### config.mk
export PLATFORM = sky130hd
export DESIGN_NAME = nvac_ctrl
export DESIGN_NICKNAME = d
export VERILOG_FILES = /design/src/rtl/nvac_pkg.sv /design/src/rtl/nvac_mem_if.sv /design/src/rtl/nvac_ctrl.sv /design/src/rtl/nvac_mem.sv
export SDC_FILE = /design/constraint.sdc
export NUM_CORES = 1
export LEC_CHECK = 0
export ABC_AREA = 1
export BUFFER_PORTS_ARGS = -buffer_cell sky130_fd_sc_hd__buf_2
export CAP_MARGIN = 20
export CORE_MARGIN = 2
export CORE_UTILIZATION = 35
export CTS_CLUSTER_DIAMETER = 120
export DETAILED_ROUTE_END_ITERATION = 16
export SYNTH_ARGS = -nofsm -noshare
export SYNTH_HDL_FRONTEND = slang
export SYNTH_HIERARCHICAL = 1
export SYNTH_SLANG_ARGS = --single-unit
### constraint.sdc
create_clock -name ref_clk -period 5.8 [get_ports ref_clk]
set_clock_uncertainty 0.05 [all_clocks]
set_input_delay 1.16 -clock ref_clk [delete_from_list [all_inputs] [get_ports ref_clk]]
set_output_delay 1.16 -clock ref_clk [all_outputs]
set_load 0.02 [all_outputs]
### src/rtl/nvac_pkg.sv
// Constants, field positions and types shared by the nonvolatile access controller
package nvac_pkg;

   // Array geometry
   localparam int unsigned NV_DEPTH = 128;
   localparam int unsigned NV_ADDR_W = 7;

   // Register locations: sector select plus offset within the sector
   localparam logic NV_SECTOR_DIRECT = 1'b0;
   localparam logic NV_SECTOR_CTRL = 1'b1;
   localparam logic [7:0] NV_ADDR_REG_OFS = 8'h1E;
   localparam logic [7:0] NV_DATA_REG_OFS = 8'h1F;
   localparam logic [7:0] NV_CTRL_OFS = 8'h40;

   // Control register field positions
   localparam int unsigned RD_START_BIT = 0;
   localparam int unsigned READ_PERMIT_BIT = 1;
   localparam int unsigned WR_START_BIT = 2;
   localparam int unsigned WRITE_PERMIT_BIT = 3;

   // Reset values
   localparam logic [3:0] NV_CTRL_RST = 4'h0;
   localparam logic [6:0] NV_ADDR_RST = 7'h00;
   localparam logic [7:0] NV_DATA_RST = 8'h00;

   // Timing counts: write in low-speed clock ticks, read in system clocks
   localparam int unsigned NV_WRITE_TICKS = 64;
   localparam int unsigned NV_READ_CYCLES = 4;

   // Access sequencer states
   typedef enum logic [1:0] {
      NVAC_IDLE,
      NVAC_READ,
      NVAC_WRITE
   } nvac_state_t;

endpackage

### src/rtl/nvac_mem_if.sv
// Port bundle between the access sequencer and the byte array
`timescale 1ns/1ps
interface nvac_mem_if;
   import nvac_pkg::*;
   logic rd_en;
   logic wr_en;
   logic [NV_ADDR_W-1:0] addr;
   logic [7:0] wdata;
   logic [7:0] rdata;
   modport ctrl (output rd_en, output wr_en, output addr, output wdata, input rdata);
   modport mem (input rd_en, input wr_en, input addr, input wdata, output rdata);
endinterface

### src/rtl/nvac_ctrl.sv
// Access controller for the 128-byte nonvolatile data memory
// Operation
// - Control bit 3 permits writes; no write starts while it is clear.
// - Setting bit 2 writes data to the addressed byte; hardware clears it afterwards.
// - Write start with permit clear does nothing at all.
// - Control bit 1 permits reads; no read starts while it is clear.
// - Setting bit 0 reads the addressed byte; hardware clears it afterwards.
// - Read start with permit clear starts nothing and keeps the data register.
// - Control bits 7 to 4 always read zero.
// - Reset clears all four control bits, write permit included.
// - A finished read leaves the byte in the data register until the next access.
// - Write length comes from a timer on the asynchronous low-speed clock.
// - Write end sets the write-done flag and the multi-function flag.
// - Vector request needs global, write-done and group enables, stack not full.
// - Service clears only group flag and global enable; software clears write-done.
// - The array holds 128 bytes; address top bit reads zero.
// - Control sits at 40H of sector 1; address and data sit in sector 0.
`timescale 1ns/1ps
module nvac_ctrl
   import nvac_pkg::*;
#(
   parameter int unsigned WRITE_TICKS = NV_WRITE_TICKS,
   parameter int unsigned READ_CYCLES = NV_READ_CYCLES
)(
   // Clock and reset
   input wire logic ref_clk,
   input wire logic rstn,
   // Special function register port
   input wire logic sfr_sector,
   input wire logic [7:0] sfr_addr,
   input wire logic sfr_wr,
   input wire logic sfr_rd,
   input wire logic [7:0] sfr_wdata,
   output logic [7:0] sfr_rdata,
   // Low-speed clock pin
   input wire logic low_speed_sub_clock,
   // Interrupt controls from the core
   input wire logic global_irq_enable,
   input wire logic write_done_irq_enable,
   input wire logic mf_irq_enable,
   input wire logic stack_full,
   input wire logic irq_ack,
   input wire logic write_done_flag_clr,
   // Interrupt outputs
   output logic write_done_irq_flag,
   output logic mf_irq_flag,
   output logic irq_vector_req,
   output logic global_irq_enable_clr
);

   nvac_state_t state_ff, nxt_state;
   logic [3:0] ctrl_ff, nxt_ctrl;
   logic [6:0] addr_ff, nxt_addr;
   logic [7:0] data_ff, nxt_data;
   logic [15:0] cnt_ff, nxt_cnt;
   logic [2:0] sub_sync_ff, nxt_sub_sync;
   logic [7:0] rdata_ff, nxt_rdata;
   logic wd_flag_ff, nxt_wd_flag;
   logic mf_flag_ff, nxt_mf_flag;
   logic vec_ff, nxt_vec;
   logic gie_clr_ff, nxt_gie_clr;
   logic sel_addr, sel_data, sel_ctrl;
   logic sub_tick;
   logic mem_rd, mem_wr, wr_done;

   nvac_mem_if mif ();

   nvac_mem #(
      .DEPTH(NV_DEPTH)
   ) u_mem (
      .ref_clk(ref_clk),
      .m(mif.mem)
   );

   // Register decode: control only through sector 1, the rest in sector 0
   assign sel_addr = (sfr_sector == NV_SECTOR_DIRECT) && (sfr_addr == NV_ADDR_REG_OFS);
   assign sel_data = (sfr_sector == NV_SECTOR_DIRECT) && (sfr_addr == NV_DATA_REG_OFS);
   assign sel_ctrl = (sfr_sector == NV_SECTOR_CTRL) && (sfr_addr == NV_CTRL_OFS);

   // Three-stage synchroniser; a rising tick counts when stage two is high and stage three is low
   assign nxt_sub_sync = {sub_sync_ff[1:0], low_speed_sub_clock};
   assign sub_tick = sub_sync_ff[1] & ~sub_sync_ff[2];

   // Array port driven from the frozen address and data registers
   assign mif.rd_en = mem_rd;
   assign mif.wr_en = mem_wr;
   assign mif.addr = addr_ff;
   assign mif.wdata = data_ff;

   // Sequencer and register next values
   always_comb begin
      nxt_state = state_ff;
      nxt_cnt = cnt_ff;
      nxt_ctrl = ctrl_ff;
      nxt_addr = addr_ff;
      nxt_data = data_ff;
      mem_rd = 1'b0;
      mem_wr = 1'b0;
      wr_done = 1'b0;
      // Target byte is locked while a write runs
      if (sfr_wr && sel_addr && (state_ff != NVAC_WRITE)) begin
         nxt_addr = sfr_wdata[6:0];
      end
      if (sfr_wr && sel_data && (state_ff != NVAC_WRITE)) begin
         nxt_data = sfr_wdata;
      end
      // Permit bits are plain read/write
      if (sfr_wr && sel_ctrl) begin
         nxt_ctrl[WRITE_PERMIT_BIT] = sfr_wdata[WRITE_PERMIT_BIT];
         nxt_ctrl[READ_PERMIT_BIT] = sfr_wdata[READ_PERMIT_BIT];
      end
      case (state_ff)
         NVAC_IDLE: begin
            // Starts need the permit already set; otherwise the bit stays clear
            if (sfr_wr && sel_ctrl && sfr_wdata[WR_START_BIT] && ctrl_ff[WRITE_PERMIT_BIT]) begin
               nxt_ctrl[WR_START_BIT] = 1'b1;
               nxt_cnt = 16'h0000;
               nxt_state = NVAC_WRITE;
            end else if (sfr_wr && sel_ctrl && sfr_wdata[RD_START_BIT] && ctrl_ff[READ_PERMIT_BIT]) begin
               nxt_ctrl[RD_START_BIT] = 1'b1;
               mem_rd = 1'b1;
               nxt_cnt = 16'h0000;
               nxt_state = NVAC_READ;
            end
         end
         NVAC_READ: begin
            // Read lasts a fixed number of system clocks, then loads the data register
            if (cnt_ff == 16'(READ_CYCLES - 1)) begin
               nxt_data = mif.rdata;
               nxt_ctrl[RD_START_BIT] = 1'b0;
               nxt_state = NVAC_IDLE;
            end else begin
               nxt_cnt = cnt_ff + 16'h0001;
            end
         end
         NVAC_WRITE: begin
            // Write timed on low-speed ticks only; read starts are not looked at here
            if (sub_tick) begin
               if (cnt_ff == 16'(WRITE_TICKS - 1)) begin
                  mem_wr = 1'b1;
                  wr_done = 1'b1;
                  nxt_ctrl[WR_START_BIT] = 1'b0;
                  nxt_state = NVAC_IDLE;
               end else begin
                  nxt_cnt = cnt_ff + 16'h0001;
               end
            end
         end
         default: begin
            nxt_state = NVAC_IDLE;
         end
      endcase
   end

   // Interrupt flags and register read-back next values
   always_comb begin
      // Hardware set wins over a clear in the same cycle
      nxt_wd_flag = wr_done | (wd_flag_ff & ~write_done_flag_clr);
      nxt_mf_flag = wr_done | (mf_flag_ff & ~irq_ack);
      nxt_vec = wd_flag_ff & mf_flag_ff & write_done_irq_enable & mf_irq_enable
         & global_irq_enable & ~stack_full & ~irq_ack;
      nxt_gie_clr = irq_ack;
      nxt_rdata = rdata_ff;
      if (sfr_rd) begin
         if (sel_addr) begin
            nxt_rdata = {1'b0, addr_ff};
         end else if (sel_data) begin
            nxt_rdata = data_ff;
         end else if (sel_ctrl) begin
            nxt_rdata = {4'h0, ctrl_ff};
         end else begin
            nxt_rdata = 8'h00;
         end
      end
   end

   // State registers
   always_ff @(posedge ref_clk) begin
      if (!rstn) begin
         state_ff <= NVAC_IDLE;
         ctrl_ff <= NV_CTRL_RST;
         addr_ff <= NV_ADDR_RST;
         data_ff <= NV_DATA_RST;
         cnt_ff <= 16'h0000;
         sub_sync_ff <= 3'h0;
         rdata_ff <= 8'h00;
         wd_flag_ff <= 1'b0;
         mf_flag_ff <= 1'b0;
         vec_ff <= 1'b0;
         gie_clr_ff <= 1'b0;
      end else begin
         state_ff <= nxt_state;
         ctrl_ff <= nxt_ctrl;
         addr_ff <= nxt_addr;
         data_ff <= nxt_data;
         cnt_ff <= nxt_cnt;
         sub_sync_ff <= nxt_sub_sync;
         rdata_ff <= nxt_rdata;
         wd_flag_ff <= nxt_wd_flag;
         mf_flag_ff <= nxt_mf_flag;
         vec_ff <= nxt_vec;
         gie_clr_ff <= nxt_gie_clr;
      end
   end

   // Outputs straight from flip-flops
   assign sfr_rdata = rdata_ff;
   assign write_done_irq_flag = wd_flag_ff;
   assign mf_irq_flag = mf_flag_ff;
   assign irq_vector_req = vec_ff;
   assign global_irq_enable_clr = gie_clr_ff;
endmodule

### src/rtl/nvac_mem.sv
// Byte-wide nonvolatile array model with registered read data
`timescale 1ns/1ps
module nvac_mem
   import nvac_pkg::*;
#(
   parameter int unsigned DEPTH = NV_DEPTH
)(
   // Clock
   input wire logic ref_clk,
   // Sequencer side
   nvac_mem_if.mem m
);

   logic [7:0] cell_ff [DEPTH];
   logic [7:0] rdata_ff;

   // Array write and registered read
   always_ff @(posedge ref_clk) begin
      if (m.wr_en) begin
         cell_ff[m.addr] <= m.wdata;
      end
      if (m.rd_en) begin
         rdata_ff <= cell_ff[m.addr];
      end
   end

   assign m.rdata = rdata_ff;

endmodule

==> metrics.md, run 1 <==
| Metric | Value |
|---|---|
| Clk_lat worst skew | `700 ps` |
| Mapped Avg Cell Area | `approximately 9.7 um^2` |
| Area grow syn2layout | `10.9%` |
| Number of remaining DRC errors | `0` |
| Hold Startpoint | `sub_sync_ff[0]$_SDFF_PN0_` |
| # rows | `134` |
| Clock Pin Slew Worst Setup and Hold Paths | `around 60 ps` |
| Peak supply drop | `roughly 0.22 mV` |
| RSZ-0062 raised after global routing | `false` |
| Final global-route overflow total | `0` |
| Nets | `roughly 4900` |
| Die area | `~140000 um^2` |
| R2r startpoint | `cnt_ff[0]$_SDFFE_PN0P_` |
| EDFF count, synth | `a little over 1000` |
| Syn Nets | `slightly below 5000` |
| CP Capture Type | `register` |
| Critical path launch point type | `register` |
| Post-Syn Area | `between 40000 and 50000 um^2` |
| Core ar. | `roughly 130000 um^2` |
| FF+latch count, synth | `1084` |
| Setup TNS | `0 ps` |
| Max-cap violations | `0` |
| Slowest Stage Delay on Critical Path | `880 ps` |
| Period minus WS final | `4050 ps` |
| Setup Crit Path Kind | `reg -> reg` |
| Die W | `roughly 370 um` |
| Pleak | `around 19 nW` |
| Initial antenna violation count | `3` |
| Post-Route Utilization | `between 30% and 40%` |
| Final Wtd Congestion | `approximately 0.86` |
| CP Max Fanout | `14` |
| First-pass GRT wire length | `188 mm` |
| CTS Sinks | `~1100` |
| Vias in the first global route | `about 30000` |
| Most frequent cells in the layout | `nand2_1, edfxtp_1, nor2_1` |
| Most common cell after layout, fill and taps aside | `nand2_1` |
| Final hold violations | `0` |
| Gate count after technology mapping | `~5000` |
| Antenna-violating nets left | `0` |
| Starting Density | `35.3%` |
| First-pass DRT Iterations | `6` |
| H-tree levels | `3` |
| PortBufs | `39` |
| GRT Total Usage | `roughly 18%` |
| Vias/cell | `4.82` |
| Crit-path slowest cell | `nand2_1` |
| Drt initial violations | `3253` |
| Critical Path RT | `approximately 6000 ps` |
| Yosys warns | `6` |
| Final Slew Violations | `0` |
| HPWL after DPL | `between 70 and 80 mm` |
| Vias | `32200` |
| Headroom to the max-slew limit | `under 10%` |
| Final period util | `a little over two thirds` |
| Setup WS pre-CTS | `1810 ps` |
| Layout cells sized above 1 | `under 10%` |
| CTS Hold Buffers Added | `0` |
| Worst setup startpoint | `cnt_ff[0]$_SDFFE_PN0P_` |
| Resized cells post-CTS | `0` |
| Post-CTS Setup Inserts | `0` |
| Seq/Total Area, Yosys | `~68%` |
| CTS buffer count | `about 110` |
| Unique cell type count in the Yosys netlist | `between 40 and 50` |
| Main synth FF type | `edfxtp_1` |
| WL/cell | `between 15 and 20 um` |
| Die height | `approximately 370 um` |
| Outcome | `completed` |
| Setup violators final | `0` |
| Pwr/cell area | `~300 nW/um^2` |
| Routed WL | `125 mm` |
| Async set or reset register ratio after synthesis | `0%` |
| Max clock buf depth | `3` |
| Clock root buffer | `clkbuf_16` |
| Arr. time, crit path | `about 4300 ps` |
| I/O pin count | `40` |
| FILL cells | `13100` |
| CTS tree | `yes` |
| Max Clock Freq | `between 200 and 250 MHz` |
| Least-Margin Pin Slew | `~1400 ps` |
| Largest net degree at the start of global routing | `229` |
| Worst path cell trace | `ha_1, nand2_2, nor2_4, nand2_2, clkinv_2, nand2_4, nor2_8, nand2_1, inv_1, nand2_1, nor2_1` |
| Worst Hold Class | `reg -> reg` |
| Ant diodes | `0` |
| Fin worst setup slack | `1750 ps` |
==> synth_stat cells, types with 4 or more instances <==
cell type  instances  area, um^2
a21oi_2           11        96.3
nor2_4             5        56.3
inv_1            128         480
nand3_4            5        87.6
buf_2            136         681
ha_1               4        50.1
nand2_2           11        68.8
edfxtp_1        1032       31000
inv_2              6        22.5
or2_2             10        62.6
dfxtp_1           52        1040
buf_1             17        63.8
nand3_1           59         295
nand4_1           10        62.6
nor2_2             9        56.3
a31oi_1            4        25.0
clkbuf_1          38         143
a21oi_1           38         190
nor2_1           304        1140
nand2_1         2882       10800
o21ai_0           43         215
buf_4             36         270
==> cell type report <==
type | count | area [um^2] | area share, %
Clock buffer | 143 | 3000 | 5.73
Tap cell | 1768 | 2210 | 4.22
Inverter | 136 | 538 | 1.03
Sequential cell | 1084 | 32100 | 61.2
Multi-Input combinational cell | 3421 | 13500 | 25.7
Timing Repair Buffer | 74 | 528 | 1.01
Clock inverter | 56 | 557 | 1.06
==> where the power goes <==
group | internal, mW | switching [mW]
combinational | 0.0694 | 0.194
clock | 4.11 | 2.92
sequential | 8.45 | 0.00900
total | 12.6 | 3.12
==> stage by stage <==
stage	hold WS [ps]	std cells	area, um^2	power, mW
floorplan	340	4873	47200	8.84
global placement	361	6482	48800	8.88
detailed placement	351	6482	48800	8.88
CTS	380	6681	52400	15.9
global route	400	6682	52400	16.2
finish	373	6682	52400	15.7
==> layer usage <==
metal,GRT usage (%),vias up,share of wire (%)
li1,-,15600,-
met1,24.9,15400,44
met2,29.3,1071,47
met3,2.20,170,6.6
met4,5.51,0,2.6
met5,0,-,0
==> critical path, delay by kind of cell (launching register included) <==
| kind | cells | cell delay (ps) |
|---|---|---|
| buffers and inverters | 2 | 620 |
| DFF | 1 | 390 |
| and+or+nand+nor | 8 | 2360 |
| adders and majority gates | 1 | 230 |
==> cell families (layout without fill, tap and decap cells) <==
logic type | after synthesis | after routing | synth area share (%)
xor gates and xnor gates | 1 | 1 | 0.0185
AOI/OAI and AO/OA | 104 | 104 | 1.23
buffers and inverters | 368 | 409 | 3.68
adders and majority gates | 4 | 4 | 0.106
and+or+nand+nor | 3312 | 3312 | 27.2
DFF | 1084 | 1084 | 67.8
==> registers in the layout (all words and copies together), names as in the netlist, 2 cells and up <==
register       count
u_mem/cell_ff   1024
cnt_ff            16
data_ff            8
sfr_rdata          8
u_mem/m.rdata      8
addr_ff            7
ctrl_ff            4
sub_sync_ff        3
state_ff           2
==> path summary, 6_finish.rpt <==
check	endpoint	slack (ps)	cells past startpoint
worst min register to register	sub_sync_ff[1]$_SDFF_PN0_	370	2
worst min-delay path	sub_sync_ff[1]$_SDFF_PN0_	370	2
worst max register to register	u_mem/cell_ff[59][0]$_DFFE_PP_	1750	11
worst max-delay path	u_mem/cell_ff[59][0]$_DFFE_PP_	1750	11
(Power assumes the default switching activity.)
==> run 2, diff against run 1 <==
--- a/config.mk
+++ b/config.mk
@@ -5,7 +5,7 @@
 export SDC_FILE = /design/constraint.sdc
 export NUM_CORES = 1
 export LEC_CHECK = 0
-export ABC_AREA = 1
+export ABC_AREA = 0
 export BUFFER_PORTS_ARGS = -buffer_cell sky130_fd_sc_hd__buf_2
 export CAP_MARGIN = 20
 export CORE_MARGIN = 2
==> constraint.sdc (replaced) <==
create_clock -name ref_clk -period 3.6 [get_ports ref_clk]
set_clock_uncertainty 0.05 [all_clocks]
set_input_delay 0.72 -clock ref_clk [delete_from_list [all_inputs] [get_ports ref_clk]]
set_output_delay 0.72 -clock ref_clk [all_outputs]
set_load 0.02 [all_outputs]
==> run 2 against run 1 <==
Compared with the run above:
- clock-buffer cell count fell by 15
- hold slack lost 180 ps
- sequential cell count unchanged
- final area down 3.6%
- register-to-register slack got worse by 1700 ps
- sequential power is 61% higher
- power is 60% higher
- non-clock buffer count increased by 243
- maximum frequency increased by 15%
- clock power grew 64%
- die area fell by 8.3%
- core utilization up 2.2 points
- critical path type unchanged
==> metrics.md, run 2 <==
| Metric | Value |
|---|---|
| RR Endpoint | `u_mem/m.rdata[4]$_DFFE_PP_ (was u_mem/cell_ff[59][0]$_DFFE_PP_)` |
| Initial antenna violation count | `1 (was 3)` |
| CTS buffer count | `112 (unchanged)` |
| Setup WS pre-CTS | `165 ps (was 1810 ps)` |
| WL/cell | `27.8 um (was 18.7 um)` |
| Layout cells sized above 1 | `19.5% (was 6.29%)` |
| CTS tree | `yes (unchanged)` |
| Gate count after technology mapping | `2791 (was 4873)` |
| Starting Density | `35.4% (was 35.3%)` |
| # rows | `128 (was 134)` |
| Async set or reset register ratio after synthesis | `0% (unchanged)` |
| Arr. time, crit path | `3930 ps (was 4330 ps)` |
| Yosys warns | `6 (unchanged)` |
| Main synth FF type | `edfxtp_1 (unchanged)` |
| Final hold violations | `0 (unchanged)` |
| Placed Cells | `4519 (was 6482)` |
| WP buf/inv | `1 (was 2)` |
| Largest regs | `u_mem/cell_ff: 1024 flops, cnt_ff: 16 flops (unchanged)` |
| Largest reg by FF count | `u_mem/cell_ff (unchanged)` |
| R2r startpoint | `addr_ff[2]$_SDFFE_PN0P_ (was cnt_ff[0]$_SDFFE_PN0P_)` |
| Post-synth top area share | `71.6% (was 65.6%)` |
| Worst Hold Class | `in -> reg (was reg -> reg)` |
| Least-Margin Pin Slew | `1120 ps (was 1370 ps)` |
| Critical Path RT | `3990 ps (was 6080 ps)` |
| H-tree levels | `3 (unchanged)` |
| PortBufs | `39 (unchanged)` |
| I/O pin count | `40 (unchanged)` |
| Reg2Reg Depth | `7 (was 11)` |
| EDFF count, synth | `1032 (unchanged)` |
| Pleak | `18.6 nW (was 19.3 nW)` |
| Clock root buffer | `clkbuf_16 (unchanged)` |
| HPWL after DPL | `80.8 mm (was 72.9 mm)` |
| Headroom to the max-slew limit | `25.0% (was 8.97%)` |
| Die area | `126000 um^2 (was 138000 um^2)` |
| Worst Setup EP | `u_mem/m.rdata[4]$_DFFE_PP_ (was u_mem/cell_ff[59][0]$_DFFE_PP_)` |
| Cell taking the most area after synthesis | `edfxtp_1 (unchanged)` |
| Setup Crit Path Kind | `reg -> reg (unchanged)` |
| Mapped Avg Cell Area | `15.5 um^2 (was 9.69 um^2)` |
| Reg-to-reg slack, setup | `70 ps (was 1750 ps)` |
| Post-Syn Area | `43300 um^2 (was 47200 um^2)` |
| Levels on crit path | `7 (was 11)` |
| CTS Sinks | `1084 (unchanged)` |
| Ant diodes | `0 (unchanged)` |
| Non-Filler Instances | `4730 (was 6682)` |
| Largest delay share family, worst path | `compound AO/OA/AOI/OAI gates (was simple AND/OR/NAND/NOR gates)` |
| Resized cells post-CTS | `0 (unchanged)` |
| FF+latch count, synth | `1084 (unchanged)` |
| Routed WL | `132 mm (was 125 mm)` |
| Top cells by area, synth | `edfxtp_1, a221oi_1, dfxtp_1 (was edfxtp_1, nand2_1, nor2_1)` |
| Vias | `27600 (was 32200)` |
| Critical path launch point type | `register (unchanged)` |
| GRT Total Usage | `20.4% (was 17.9%)` |
| Vias/cell | `5.84 (was 4.82)` |
| Max-cap violations | `0 (unchanged)` |
| Setup violators final | `0 (unchanged)` |
| CTS Hold Buffers Added | `0 (unchanged)` |
| Number of remaining DRC errors | `0 (unchanged)` |
| RSZ-0062 raised after global routing | `false (unchanged)` |
| Antenna-violating nets left | `0 (unchanged)` |
| Seq/Total Area, Yosys | `74.0% (was 67.8%)` |
| Nets | `3040 (was 4861)` |
| CP Capture Type | `register (unchanged)` |
| Final Slew Violations | `0 (unchanged)` |
| CP Max Fanout | `44 (was 14)` |
| Die W | `356 um (was 371 um)` |
| Final Wtd Congestion | `0.870 (was 0.861)` |
| Worst path cell trace | `buf_12, mux2_2, a221oi_1, a21oi_1, o21ai_0, o2111ai_1, a32o_1 (was ha_1, nand2_2, nor2_4, nand2_2, clkinv_2, nand2_4, nor2_8, nand2_1, inv_1, nand2_1, nor2_1)` |
| Die height | `356 um (was 371 um)` |
| Period minus WS final | `3530 ps (was 4050 ps)` |
| Fin worst setup slack | `66.4 ps (was 1750 ps)` |
| Largest net degree at the start of global routing | `130 (was 229)` |
| Max Clock Freq | `283 MHz (was 247 MHz)` |
| Outcome | `completed (unchanged)` |
| Syn Nets | `2823 (was 4905)` |
| Peak supply drop | `0.463 mV (was 0.217 mV)` |
| Post-CTS Setup Inserts | `0 (unchanged)` |
| Most common cell after layout, fill and taps aside | `edfxtp_1 (was nand2_1)` |
| First-pass DRT Iterations | `5 (was 6)` |
| Crit-path slowest cell | `dfxtp_4 (was nand2_1)` |
| Commonest cells post-synth | `edfxtp_1, nor2_1, a221oi_1 (was nand2_1, edfxtp_1, nor2_1)` |
| Final period util | `98.2% (was 69.8%)` |
| Final global-route overflow total | `0 (unchanged)` |
| Unique cell type count in the Yosys netlist | `88 (was 43)` |
| Max reg flops | `1024 (unchanged)` |
| Max clock buf depth | `3 (unchanged)` |
| Pwr/cell area | `498 nW/um^2 (was 301 nW/um^2)` |
| Clk_lat worst skew | `690 ps (was 700 ps)` |
| Core ar. | `122000 um^2 (was 134000 um^2)` |
| Most instantiated library cell after synthesis | `edfxtp_1 (was nand2_1)` |
| Setup TNS | `0 ps (unchanged)` |
| Vias in the first global route | `26700 (was 30800)` |
| Slowest Stage Delay on Critical Path | `780 ps (was 880 ps)` |
| Clock Pin Slew Worst Setup and Hold Paths | `60 ps (about the same)` |
| Area grow syn2layout | `16.8% (was 10.9%)` |
| First-pass GRT wire length | `190 mm (was 188 mm)` |
| Most frequent cells in the layout | `edfxtp_1, nor2_1, buf_4 (was nand2_1, edfxtp_1, nor2_1)` |
| Drt initial violations | `3776 (was 3253)` |
| Worst setup startpoint | `addr_ff[2]$_SDFFE_PN0P_ (was cnt_ff[0]$_SDFFE_PN0P_)` |
run 2: cell types whose count changed in the layout (fill, tap and decap cells not counted), moves of 74 or more:
cell | previous run | this run
a21oi_1 | 38 | 155
mux2i_1 | 0 | 79
buf_4 | 30 | 250
a22oi_1 | 0 | 74
nand2_1 | 2878 | 132
a221oi_1 | 0 | 220
inv_1 | 127 | 9
run 2: power breakdown:
| group | switching [mW] | leakage, nW | internal [mW] |
|---|---|---|---|
| registers | 0.00409 | 12.4 | 13.6 |
| clock network | 4.90 | 1.78 | 6.58 |
| logic | 0.0450 | 4.36 | 0.0249 |
| total | 4.95 | 18.6 | 20.2 |
run 2: per-layer routing:
layer / track usage [%] / up-vias / share of wire (%)
met4: 7.21 / 0 / 3.6
met5: 0 / - / 0
met1: 28.0 / 14100 / 41
met3: 4.10 / 228 / 9.6
met2: 32.1 / 1564 / 46
li1: - / 11800 / -
run 2: cell type report:
| cell class | instances | area, um^2 |
|---|---|---|
| inverters | 13 | 51.3 |
| flip-flops and latches | 1084 | 32100 |
| fillers | 11000 | 71700 |
| well taps | 1625 | 2030 |
| repair buffers | 317 | 2620 |
| multi-input cells | 1480 | 10100 |
| clock buffers | 128 | 2910 |
| clock inverters | 83 | 739 |
run 2: metrics by stage:
step	area, um^2	utilization [%]	hold slack [ps]	total power, mW
final	50500	41.3	195	25.1
after global routing	50500	41.3	181	25.8
after CTS	50500	41.3	163	25.3
after detailed placement	46900	38.4	377	13.9
after global placement	46900	38.3	371	13.9
after floorplan	43300	-	362	13.9
run 2: worst reg2reg max path, cell delays in order (launching register included):
cell	delay [ps]
dfxtp_4	780
buf_12	410
mux2_2	390
a221oi_1	330
a21oi_1	80
o21ai_0	490
o2111ai_1	390
a32o_1	370
run 2: worst min-delay path by stage:
stage | startpoint | end | slack [ps] | depth (start not counted)
4_1_cts | irq_ack | global_irq_enable_clr$_SDFF_PN0_ | 160 | 2
3_3_place_gp | sub_sync_ff[0]$_SDFF_PN0_ | sub_sync_ff[1]$_SDFF_PN0_ | 370 | 1
5_1_grt | irq_ack | global_irq_enable_clr$_SDFF_PN0_ | 180 | 2
6_report | irq_ack | global_irq_enable_clr$_SDFF_PN0_ | 200 | 2
3_5_place_dp | sub_sync_ff[0]$_SDFF_PN0_ | sub_sync_ff[1]$_SDFF_PN0_ | 380 | 1
2_1_floorplan | sub_sync_ff[0]$_SDFF_PN0_ | sub_sync_ff[1]$_SDFF_PN0_ | 360 | 1
run 2: kinds of logic after synthesis:
| family | Yosys count | share of synthesized area, % |
|---|---|---|
| simple gates | 545 | 5.71 |
| flops | 1084 | 74.0 |
| mux | 156 | 4.13 |
| fa+ha+maj | 4 | 0.116 |
| buf+inv | 227 | 2.73 |
| compound gates | 775 | 13.3 |
